$ cat src/lbm_pkg.sv
// constants shared by the local-bus master control block: the control word
// map, its reset value and the counts used by the arbitration and transfer logic.
// assumes a single 16-bit control word reached from the host bus in bridge mode.
`default_nettype none

package lbm_pkg;

   localparam logic [7:0] CTRL_OFFSET = 8'h40;
   localparam logic [15:0] CTRL_RESET = 16'h0000;
   // bits 7 and 12..15 are unused and never stored
   localparam logic [15:0] CTRL_WRITE_MASK = 16'h0F7F;

   localparam int CLKE_BIT = 0;
   localparam int ARBE_BIT = 1;
   localparam int LEN_LSB = 2;
   localparam int LEN_MSB = 5;
   localparam int WIDTH_BIT = 6;
   localparam int HOLD_LSB = 8;
   localparam int HOLD_MSB = 11;

   localparam logic [3:0] LEN_READY_CODE = 4'h0;
   localparam logic [3:0] LEN_MAX_CODE = 4'hB;
   localparam logic [4:0] READY_LIMIT = 5'h09;
   localparam logic [4:0] ACCESS_TIMEOUT = 5'h10;

   localparam int HOLD_TIMER_W = 21;
   localparam logic [20:0] MIN_HOLD_LEFT = 21'h000010;
   localparam logic [20:0] HOLD_BASE_CLOCKS = 21'h000020;

   typedef enum logic [2:0] {
      ARB_IDLE = 3'b001,
      ARB_REQ = 3'b010,
      ARB_HOLD = 3'b100
   } lbm_arb_t;

   typedef enum logic [1:0] {
      XFER_IDLE = 2'b01,
      XFER_RUN = 2'b10
   } lbm_xfer_t;

endpackage

`default_nettype wire

$ cat src/lbm_sync.sv
// two-flop synchroniser for a group of pins, with a rising-edge pulse per bit.
// assumes inputs are asynchronous to clk; reset is synchronous, active low.
`default_nettype none

module lbm_sync #(
   parameter int W = 1
) (
   input wire logic clk,
   input wire logic reset_n,
   input wire logic [W-1:0] d,
   output logic [W-1:0] q,
   output logic [W-1:0] rise
);

   logic [W-1:0] meta_q;
   logic [W-1:0] sync_q;
   logic [W-1:0] prev_q;

   // meta_q feeds only sync_q
   always_ff @(posedge clk) begin
      if (!reset_n) begin
         meta_q <= '0;
         sync_q <= '0;
         prev_q <= '0;
      end else begin
         meta_q <= d;
         sync_q <= meta_q;
         prev_q <= sync_q;
      end
   end

   assign q = sync_q;
   assign rise = sync_q & ~prev_q;

endmodule // lbm_sync

`default_nettype wire

$ cat src/lbm_master_control.sv
// local-bus master control: control word, bus arbitration and transfer timing.
// assumes the host register port and host access port run on REF_CLK, and that
// the local clock and all local-bus inputs are asynchronous and are synchronised.
//
// What this block does
// - control word reachable only in bridge mode
// - hardware reset zeroes word; soft reset ignored
// - bit 0 drives or floats local clock
// - bit 1 activates arbitration pins and handshake
// - hold timer runs only with arbitration enabled
// - length code zero: ready input ends transfer
// - codes 1 to 11: fixed clock-period length
// - bit 6 selects 8 or 16 bit bus
// - hold time counted from acknowledge to release
// - hold is 32 clocks doubled per code
// - request bus, await acknowledge, hold, release
// - already granted: transfer without new request
// - float address, data, strobes when not owner
// - no ready by ninth clock: abort, flag error
// - style select swaps request and strobe meanings
// - access without grant answered with retry
// - access needs grant and 16 clocks left
// - access reaching 16 clocks times out retry
`default_nettype none

module lbm_master_control #(
   parameter logic [20:0] HOLD_BASE = lbm_pkg::HOLD_BASE_CLOCKS
) (
   input wire logic REF_CLK,
   input wire logic RESET_N,
   input wire logic BRIDGE_MODE,
   input wire logic REG_SELECT,
   input wire logic REG_WRITE,
   input wire logic [7:0] REG_ADDR,
   input wire logic [15:0] REG_WDATA,
   output logic [15:0] REG_RDATA,
   input wire logic HOST_REQ,
   input wire logic HOST_WRITE,
   input wire logic [19:0] HOST_ADDR,
   input wire logic [15:0] HOST_WDATA,
   output logic HOST_DONE,
   output logic HOST_RETRY,
   output logic [15:0] HOST_RDATA,
   input wire logic ERROR_CLEAR,
   output logic LOCAL_ACCESS_ERROR_FLAG,
   input wire logic LOCAL_CLK_IN,
   output logic LOCAL_CLOCK_OUT,
   output logic LOCAL_CLOCK_OUT_OE_N,
   input wire logic BUS_STYLE_SELECT,
   output logic HOLD_REQUEST_OUT,
   output logic HOLD_REQUEST_OE_N,
   input wire logic HOLD_ACKNOWLEDGE_IN,
   output logic GRANT_ACKNOWLEDGE_N,
   output logic GRANT_ACKNOWLEDGE_OE_N,
   input wire logic EXTERNAL_READY_N,
   output logic [19:0] LOCAL_ADDRESS,
   output logic LOCAL_ADDRESS_OE_N,
   output logic [15:0] LOCAL_DATA_OUT,
   input wire logic [15:0] LOCAL_DATA_IN,
   output logic LOCAL_DATA_OE_N,
   output logic BYTE_HIGH_ENABLE_N,
   output logic BYTE_HIGH_ENABLE_OE_N,
   output logic WRITE_STROBE_N,
   output logic READ_STROBE_N,
   output logic STROBE_OE_N
);

   // synchronised pins
   logic [4:0] pins_s;
   logic [4:0] pins_rise;
   logic [15:0] data_s;
   logic local_clock_out_s;
   logic local_clock_out_rise;
   logic ack_s;
   logic ready_n_s;
   logic style_s;
   logic bridge_s;

   lbm_sync #(.W(5)) u_sync_pins (
      .clk(REF_CLK),
      .reset_n(RESET_N),
      .d({LOCAL_CLK_IN, HOLD_ACKNOWLEDGE_IN, EXTERNAL_READY_N, BUS_STYLE_SELECT, BRIDGE_MODE}),
      .q(pins_s),
      .rise(pins_rise)
   );

   lbm_sync #(.W(16)) u_sync_data (
      .clk(REF_CLK),
      .reset_n(RESET_N),
      .d(LOCAL_DATA_IN),
      .q(data_s),
      .rise()
   );

   assign local_clock_out_s = pins_s[4];
   assign local_clock_out_rise = pins_rise[4];
   assign ack_s = pins_s[3];
   assign ready_n_s = pins_s[2];
   assign style_s = pins_s[1];
   assign bridge_s = pins_s[0];

   // control word
   logic [15:0] ctrl_q;
   logic [15:0] ctrl_d;
   logic [15:0] rdata_q;
   logic [15:0] rdata_d;
   logic reg_hit;
   logic clk_en;
   logic arb_en;
   logic [3:0] len_code;
   logic ready_mode;
   logic width8;
   logic [3:0] hold_code;

   // configuration mode hides the word entirely
   assign reg_hit = REG_SELECT & bridge_s & (REG_ADDR == lbm_pkg::CTRL_OFFSET);
   assign ctrl_d = (reg_hit & REG_WRITE) ? (REG_WDATA & lbm_pkg::CTRL_WRITE_MASK) : ctrl_q;
   assign rdata_d = (REG_SELECT & ~REG_WRITE) ? (reg_hit ? ctrl_q : '0) : rdata_q;

   // only the hardware reset clears the word; no soft reset reaches it
   always_ff @(posedge REF_CLK) begin
      if (!RESET_N) begin
         ctrl_q <= lbm_pkg::CTRL_RESET;
         rdata_q <= '0;
      end else begin
         ctrl_q <= ctrl_d;
         rdata_q <= rdata_d;
      end
   end

   assign REG_RDATA = rdata_q;
   assign clk_en = ctrl_q[lbm_pkg::CLKE_BIT];
   assign arb_en = ctrl_q[lbm_pkg::ARBE_BIT];
   assign len_code = ctrl_q[lbm_pkg::LEN_MSB:lbm_pkg::LEN_LSB];
   assign ready_mode = (len_code == lbm_pkg::LEN_READY_CODE);
   assign width8 = ctrl_q[lbm_pkg::WIDTH_BIT];
   assign hold_code = ctrl_q[lbm_pkg::HOLD_MSB:lbm_pkg::HOLD_LSB];

   // arbitration
   lbm_pkg::lbm_arb_t arb_q;
   lbm_pkg::lbm_arb_t arb_d;
   lbm_pkg::lbm_xfer_t xfer_q;
   lbm_pkg::lbm_xfer_t xfer_d;
   logic [20:0] timer_q;
   logic [20:0] timer_d;
   logic [20:0] hold_load;
   logic grant_seen;
   logic held;
   logic enough_left;
   logic bus_free;
   logic xfer_idle;
   logic host_go;
   logic host_refuse;

   assign grant_seen = style_s ? ~ack_s : ack_s;
   assign held = (arb_q == lbm_pkg::ARB_HOLD);
   assign xfer_idle = (xfer_q == lbm_pkg::XFER_IDLE);
   assign hold_load = HOLD_BASE << hold_code;
   assign enough_left = (timer_q >= lbm_pkg::MIN_HOLD_LEFT);
   assign bus_free = ~arb_en | (held & enough_left);
   assign host_go = HOST_REQ & xfer_idle & bus_free;
   assign host_refuse = HOST_REQ & ~host_go;

   always_comb begin
      arb_d = arb_q;
      unique case (arb_q)
         lbm_pkg::ARB_IDLE: begin
            if (HOST_REQ & arb_en) begin
               arb_d = lbm_pkg::ARB_REQ;
            end
         end
         lbm_pkg::ARB_REQ: begin
            if (grant_seen) begin
               arb_d = lbm_pkg::ARB_HOLD;
            end
         end
         lbm_pkg::ARB_HOLD: begin
            // a transfer in flight finishes before the bus is let go
            if ((timer_q == '0) & xfer_idle) begin
               arb_d = lbm_pkg::ARB_IDLE;
            end
         end
         default: arb_d = lbm_pkg::ARB_IDLE;
      endcase
      if (!arb_en) begin
         arb_d = lbm_pkg::ARB_IDLE;
      end
   end

   assign timer_d = !arb_en ? '0 :
      ((arb_q == lbm_pkg::ARB_REQ) & grant_seen) ? hold_load :
      (held & local_clock_out_rise & (timer_q != '0)) ? timer_q - 21'h000001 : timer_q;

   always_ff @(posedge REF_CLK) begin
      if (!RESET_N) begin
         arb_q <= lbm_pkg::ARB_IDLE;
         timer_q <= '0;
      end else begin
         arb_q <= arb_d;
         timer_q <= timer_d;
      end
   end

   // transfer timing, counted in local clock rising edges
   logic [4:0] periods_q;
   logic [4:0] periods_d;
   logic [4:0] periods_next;
   logic end_fixed;
   logic end_ready;
   logic abort_ready;
   logic abort_wdog;
   logic finish;
   logic write_q;
   logic [19:0] addr_q;
   logic [15:0] wdata_q;
   logic bhe_n_q;
   logic done_q;
   logic retry_q;
   logic [15:0] hrdata_q;
   logic [15:0] hrdata_d;
   logic err_q;

   assign periods_next = periods_q + 5'h01;
   assign end_fixed = ~ready_mode & local_clock_out_rise & (len_code <= lbm_pkg::LEN_MAX_CODE)
      & (periods_next == {1'b0, len_code});
   assign end_ready = ready_mode & local_clock_out_rise & ~ready_n_s;
   assign abort_ready = ready_mode & local_clock_out_rise & ready_n_s
      & (periods_next == lbm_pkg::READY_LIMIT);
   // illegal length codes never end as fixed, so only the watchdog ends them
   assign abort_wdog = local_clock_out_rise & (periods_next == lbm_pkg::ACCESS_TIMEOUT);
   assign finish = (xfer_q == lbm_pkg::XFER_RUN)
      & (end_fixed | end_ready | abort_ready | abort_wdog);

   always_comb begin
      xfer_d = xfer_q;
      periods_d = periods_q;
      unique case (xfer_q)
         lbm_pkg::XFER_IDLE: begin
            if (host_go) begin
               xfer_d = lbm_pkg::XFER_RUN;
               periods_d = '0;
            end
         end
         lbm_pkg::XFER_RUN: begin
            if (finish) begin
               xfer_d = lbm_pkg::XFER_IDLE;
            end else if (local_clock_out_rise) begin
               periods_d = periods_next;
            end
         end
         default: xfer_d = lbm_pkg::XFER_IDLE;
      endcase
   end

   // 8-bit mode uses only the low data lanes
   assign hrdata_d = (finish & (end_fixed | end_ready) & ~write_q) ?
      (width8 ? {8'h00, data_s[7:0]} : data_s) : hrdata_q;

   always_ff @(posedge REF_CLK) begin
      if (!RESET_N) begin
         xfer_q <= lbm_pkg::XFER_IDLE;
         periods_q <= '0;
         write_q <= 1'b0;
         addr_q <= '0;
         wdata_q <= '0;
         bhe_n_q <= 1'b1;
      end else begin
         xfer_q <= xfer_d;
         periods_q <= periods_d;
         if (host_go) begin
            write_q <= HOST_WRITE;
            addr_q <= HOST_ADDR;
            wdata_q <= width8 ? {8'h00, HOST_WDATA[7:0]} : HOST_WDATA;
            bhe_n_q <= width8;
         end
      end
   end

   always_ff @(posedge REF_CLK) begin
      if (!RESET_N) begin
         done_q <= 1'b0;
         retry_q <= 1'b0;
         hrdata_q <= '0;
         err_q <= 1'b0;
      end else begin
         done_q <= finish & (end_fixed | end_ready);
         retry_q <= host_refuse | (finish & ~(end_fixed | end_ready));
         hrdata_q <= hrdata_d;
         // a new error in the clearing cycle is kept
         err_q <= (finish & abort_ready & ~end_fixed) | (err_q & ~ERROR_CLEAR);
      end
   end

   assign HOST_DONE = done_q;
   assign HOST_RETRY = retry_q;
   assign HOST_RDATA = hrdata_q;
   assign LOCAL_ACCESS_ERROR_FLAG = err_q;

   // pins
   logic own_bus;
   logic strobe_on;

   assign own_bus = ~arb_en | held;
   assign strobe_on = (xfer_q == lbm_pkg::XFER_RUN);

   assign LOCAL_CLOCK_OUT = local_clock_out_s;
   assign LOCAL_CLOCK_OUT_OE_N = ~clk_en;

   assign HOLD_REQUEST_OUT = style_s ? held | (arb_q == lbm_pkg::ARB_IDLE) :
      ~(arb_q == lbm_pkg::ARB_IDLE);
   assign HOLD_REQUEST_OE_N = ~arb_en;
   assign GRANT_ACKNOWLEDGE_N = ~held;
   assign GRANT_ACKNOWLEDGE_OE_N = ~arb_en;

   assign LOCAL_ADDRESS = addr_q;
   assign LOCAL_ADDRESS_OE_N = ~own_bus;
   assign LOCAL_DATA_OUT = wdata_q;
   assign LOCAL_DATA_OE_N = ~(own_bus & strobe_on & write_q);
   assign BYTE_HIGH_ENABLE_N = bhe_n_q;
   assign BYTE_HIGH_ENABLE_OE_N = ~own_bus;
   // style 1: first pin is read/write select, second is data strobe
   assign WRITE_STROBE_N = style_s ? ~write_q : ~(strobe_on & write_q);
   assign READ_STROBE_N = style_s ? ~strobe_on : ~(strobe_on & ~write_q);
   assign STROBE_OE_N = ~own_bus;

endmodule // lbm_master_control

`default_nettype wire

$ cat config.mk
export PLATFORM = sky130hd
export DESIGN_NAME = lbm_master_control
export DESIGN_NICKNAME = d
export VERILOG_FILES = /design/src/lbm_pkg.sv /design/src/lbm_sync.sv /design/src/lbm_master_control.sv
export SDC_FILE = /design/constraint.sdc
export NUM_CORES = 1
export LEC_CHECK = 0
export BUFFER_PORTS_ARGS = -buffer_cell sky130_fd_sc_hd__buf_4
export CORE_MARGIN = 4
export CORE_UTILIZATION = 52
export CTS_BUF_LIST = sky130_fd_sc_hd__clkbuf_16
export DETAILED_ROUTE_END_ITERATION = 16
export GPL_ROUTABILITY_DRIVEN = 1
export HOLD_SLACK_MARGIN = 0.12
export PLACE_DENSITY_LB_ADDON = 0.25
export SLEW_MARGIN = 20
export SYNTH_ARGS = -nofsm -noshare
export SYNTH_HDL_FRONTEND = slang
export SYNTH_SLANG_ARGS = --single-unit
$ cat constraint.sdc
create_clock -name REF_CLK -period 2.8 [get_ports REF_CLK]
set_input_delay 0.14 -clock REF_CLK [delete_from_list [all_inputs] [get_ports REF_CLK]]
set_output_delay 0.14 -clock REF_CLK [all_outputs]
set_load 0.02 [all_outputs]
# == Yosys cells after proc, flatten, opt, wreduce, memory -nomap -nowiden ==
# Cells that the tools add are included.
# word_totals
inputBits,88
wordCells,129
register_bits,162
# classes
n_eq_ne,16
mux,20
bitwise,60
addsub,2
order_cmp,2
reduce_logical,9
shifts,1
# ops
op,n
$mux W21,2
$and A1 B1 Y1,32
$mux W16,2
$ge A21 B5 Y1 const B,1
$logic_not A21 Y1,1
$reduce_bool A21 Y1,1
$shl A6 B4 Y21 const A,1
$sub A21 B1 Y21 const B,1
$not A1 Y1,18
$mux W5,3
$mux W12,1
$ne A2 B2 Y1 const B,5
$pmux W5 S2,1
$mux W3,3
$pmux W3 S3,1
$eq A8 B7 Y1 const B,1
$or A1 B1 Y1,8
$add A5 B1 Y5 const B,1
$and A5 B5 Y5,1
$eq A5 B4 Y1,1
$eq A5 B4 Y1 const B,1
$eq A5 B5 Y1 const B,1
$not A5 Y5,1
$le A4 B4 Y1 const B,1
14 further kinds,21

# == Longest topological paths before layout ==
# depth
word_depth,12
mapped_depth,10
depth_no_buf,8

# == Modules after synthesis ==
# Synthesis repeated with hierarchy kept, for this count alone.
# unflattened
cells_unflattened,777
area_unflattened_um2,6919.1
# modules_own_cells
module,cells_each,n_inst,area_each_um2
lbm_master_control,624,1,5063.6
lbm_sync at u_sync_data,117,1,1405.1
lbm_sync at u_sync_pins,36,1,450.4

# == Worst setup path before layout ==
# No wires, ideal clock.
# synth_timing
path_type,register -> register
from,register periods_q[0]
to,register hrdata_q[6] (netlist: HOST_RDATA[6])
path_stages_with_launch,11
t_arrival_ns,2.037
setup_slack_ns,0.636
required_ns,2.672
setup_ns,0.128
cell_sequence,dfxtp_1 -> inv_1 -> ha_1 -> xor2_1 -> nor4_1 -> mux2_2 -> a21oi_2 -> buf_6 -> buf_4 -> mux2i_1 -> nor2_1
# synth_via
elab_chain_len,9
elab_cells_between_ends,13
cone_classes,add/sub (1); eq/ne (3); bitwise (9)
# synth_lines
element,line_no,source
start: declaration,lbm_master_control.sv:205,logic [4:0] periods_q;
start signal: assignment,lbm_master_control.sv:269,periods_q <= periods_d;
$add A5 B1 Y5 (*),lbm_master_control.sv:223,assign periods_next = periods_q + 5'h01;
$eq A5 B4 Y1,lbm_master_control.sv:225,"& (periods_next == {1'b0, len_code});"
$and A1 B1 Y1,lbm_master_control.sv:225,
$or A1 B1 Y1,"lbm_master_control.sv:232, lbm_master_control.sv:256",
$or A1 B1 Y1 (2 in series),lbm_master_control.sv:232,& (end_fixed | end_ready | abort_ready | abort_wdog);
$and A1 B1 Y1,lbm_master_control.sv:232,
$and A1 B1 Y1 (*) (2 in series),lbm_master_control.sv:256,assign hrdata_d = (finish & (end_fixed | end_ready) & ~write_q) ?
end signal: assignment,lbm_master_control.sv:288,hrdata_q <= hrdata_d;
end: declaration,lbm_master_control.sv:219,logic [15:0] hrdata_q;
# Mark *: on every way between the ends. The rest lies on a longest branch, timed or not.
# A chain may end at the register's enable or synchronous reset.

# == Final worst setup path ==
# layout_timing
from,register periods_q[0]
to,register hrdata_q[10] (netlist: HOST_RDATA[10])
# Same word-level chain as after synthesis.

==> results.toml <==
[sta]
max_freq_mhz = 395
setup_ws_ns = 0.265
rsz0062_at_grt = "false"
drv_slew = 0
relSlewSlack = 0.425
hold_violations = 0
period_share = 0.905
setup_viol = 0
skew_ns = 0.00442
final.min_clock_period_ns = 2.53
fin_setup_tns_ns = 0
worstMarginPinSlew_ns = 0.861

[place]
hpwl_mm = 10.7
routabilityCongestion = 0.936
dp_slack_ns = 0.278
io_buffers = 161

[logic_synthesis]
synth.area.mux_share = 0.0213
syn_area_um2 = 6170
yosys.cell_types.count = 51
synthXorXnorAreaFrac = 0.0270
yosysMostFrequentCell = "dfxtp_1"
ys_seq_area_frac = 0.496
synth_fa_ha_area_frac = 0.0101
synth-compound-area-share = 0.123
yosys_register_bits = 153
ys_async_sr_fraction = 0
synth_top_family_by_area = "simple AND/OR/NAND/NOR gates"
synthTopCellsByCount = "dfxtp_1 (153), nand2_1 (122), a21oi_1 (87), and2_1 (45), nand3_1 (39)"
synth_cells = 721
synth_area_per_cell_um2 = 8.56
yosys.area.top_type = "dfxtp_1"
synthSimpleGateAreaFrac = 0.274
synth_area_leaders = "dfxtp_1 (50%), nand2_1 (7.4%), a21oi_1 (7.1%)"
synth_top_area_frac = 0.496
ys_warn_count = 0
synth_top_flop_cell = "dfxtp_1"
synth_edf_count = 0

[power]
power_density_nw_per_um2 = 575
seqPwrFrac = 0.448
p_sw_w = 0.00112
power.leakage_nw = 3.65
combinationalPowerShare = 0.092
swShare = 0.220
ir_drop_mv = 0.390
total_power_w = 0.00508
internal-power_w = 0.00396
pwr-share-clk = 0.461

[route]
wl_mm = 17.1
viasPerCell = 5.44
ant_nets = 0
num_vias = 5973
drc_errors = 0
drt-initial-drc-count = 416
post_drt_wl_per_cell_um = 15.5
first_pass_iters = 5

[status]
run_status = "finished clean"

[clock_tree]
cts_buffers = 17
clock_sinks = 153
cts-htree-levels = 4
cts.path.max_buffers = 2
clk_latency_ns = 0.42
cts_root_buf = "clkbuf_16"
cts_tree = "built"
path_clk_slew_ns = 0.06

[floorplan]
die_w_um = 117
die_area_um2 = 13700
num_rows = 39
core-area_um2 = 11500
start_util = 0.536
ioPinCount = 172
die_h_um = 117

[worst_hold_path]
hold_path.startpoint = "RESET_N"
hold_class = "in -> reg"
holdPathStages = 2
hold_end = "BYTE_HIGH_ENABLE_N"

[critical_path]
worstSetupPathType = "reg -> reg"
startpoint_type = "register"
regToRegSetupSlack_ns = 0.27
r2r_start = "periods_q[0]"
r2r_end = "HOST_RDATA[10]"
arrival_ns = 2.87
required_ns = 3.14
cp-end-kind = "register"
reg2regPathDepth = 9
critical_path.max_fanout = 24

[global_route]
overflow = 0
track_usage = 0.252
antenna_found_initial = 0
grt_max_degree = 60
grt_pass1_vias = 5799
grt_pass1_wl_mm = 27.3

[layout]
fillerInstances = 767
layout-drive-gt1-share = 0.222
area_delta_synth_final_pct = 43.2
nNetsFinal = 1034

[run]
maxCapViolations = 0
[logic make-up (layout without fill, tap and decap cells)]
group	Yosys count	count (layout)
AND/OR/NAND/NOR	332	332
adder cells (fa/ha/maj)	5	5
XOR/XNOR	19	19
AO/OA/AOI/OAI	133	133
flip-flops	153	153
other	1	6
buffers and inverters	65	294
multiplexers	13	13
[worst max path at each step]
stage / to / start / depth (start not counted) / slack [ns]
floorplan: HOST_RDATA[6] / periods_q[0] / 10 / 0.64
global placement: HOST_RDATA[11] / periods_q[0] / 9 / 0.44
detailed placement: HOST_RDATA[11] / periods_q[0] / 9 / 0.28
CTS: HOST_RDATA[10] / periods_q[0] / 9 / 0.27
global route: LOCAL_ADDRESS[18] / arb_q[2] / 6 / 0.07
finish: HOST_RDATA[10] / periods_q[0] / 9 / 0.27
[layout by cell type, fill, tap and decap left out, types with 13 or more instances in the layout]
cell type      Yosys  final
buf_4             10    168
dfxtp_1          153    153
nand2_1          122    122
a21oi_1           87     86
dlygate4sd3_1      0     82
and2_1            45     45
nand3_1           39     39
nor2_1            33     33
clkbuf_16          0     17
nand3b_1          14     14
nor3_1            13     13
[final cells by class]
class                           instances  area (µm²)  share of cell area
Inverter                               11        41.3             0.00467
Sequential cell                       153        3060               0.346
Multi-Input combinational cell        507        2850               0.322
Clock buffer                           17         425              0.0481
Clock inverter                         15         183              0.0207
Timing Repair Buffer                  251        2100               0.238
Tap cell                              143         179              0.0202
Antenna cell                            1        2.50            0.000283
[state kept, by name (all words and copies together), names as in the netlist]
register	flops
timer_q	21
LOCAL_ADDRESS	20
HOST_RDATA	16
LOCAL_DATA_OUT	16
u_sync_data.meta_q	16
u_sync_data.q	16
REG_RDATA	11
ctrl_q	11
periods_q	5
u_sync_pins.meta_q	5
u_sync_pins.q	5
arb_q	3
xfer_q	2
BYTE_HIGH_ENABLE_N	1
HOST_DONE	1
HOST_RETRY	1
LOCAL_ACCESS_ERROR_FLAG	1
u_sync_pins.prev_q	1
write_q	1
[metal layers]
| layer | wire [µm] | GRT usage | part of all wire | up-vias |
|---|---|---|---|---|
| li1 | - | - | - | 2892 |
| met1 | 6890 | 0.301 | 0.40 | 2811 |
| met3 | 1040 | 0.0607 | 0.061 | 37 |
| met2 | 8740 | 0.435 | 0.51 | 233 |
| met5 | 0 | 0 | 0 | - |
| met4 | 395 | 0.108 | 0.023 | 0 |
[worst max-delay path, cell delays in order, from the launching register on]
cell,delay (ns)
dfxtp_1,0.43
inv_1,0.10
ha_1,0.33
xor2_1,0.16
nor4_1,0.27
mux2_2,0.25
a21oi_2,0.06
buf_4,0.22
or3b_2,0.49
a21oi_1,0.14
[timing repair]
action / CTS / global route
hold endpoints to repair: 72 / 0
hold buffers: 82 / 0
resized for setup: 0 / 0
setup buffers: 0 / 0
[stage by stage]
stage,cells,area (µm²),util,hold slack (ns)
after floorplan,725,6190,-,0.267
after global placement,983,7410,0.643,0.347
after detailed placement,983,7410,0.643,0.350
after CTS,1097,8840,0.767,0.147
after global routing,1097,8840,0.767,0.182
final,1098,8840,0.768,0.177
[power groups by stage]
stage / Combinational, W / Sequential, W / Clock (W)
floorplan: 0.000152 / 0.00236 / 0
global placement: 0.000367 / 0.00232 / 0
detailed placement: 0.000377 / 0.00232 / 0
CTS: 0.000459 / 0.00227 / 0.00237
global route: 0.000503 / 0.00228 / 0.00247
finish: 0.000466 / 0.00228 / 0.00234
(Power assumes the default switching activity.)
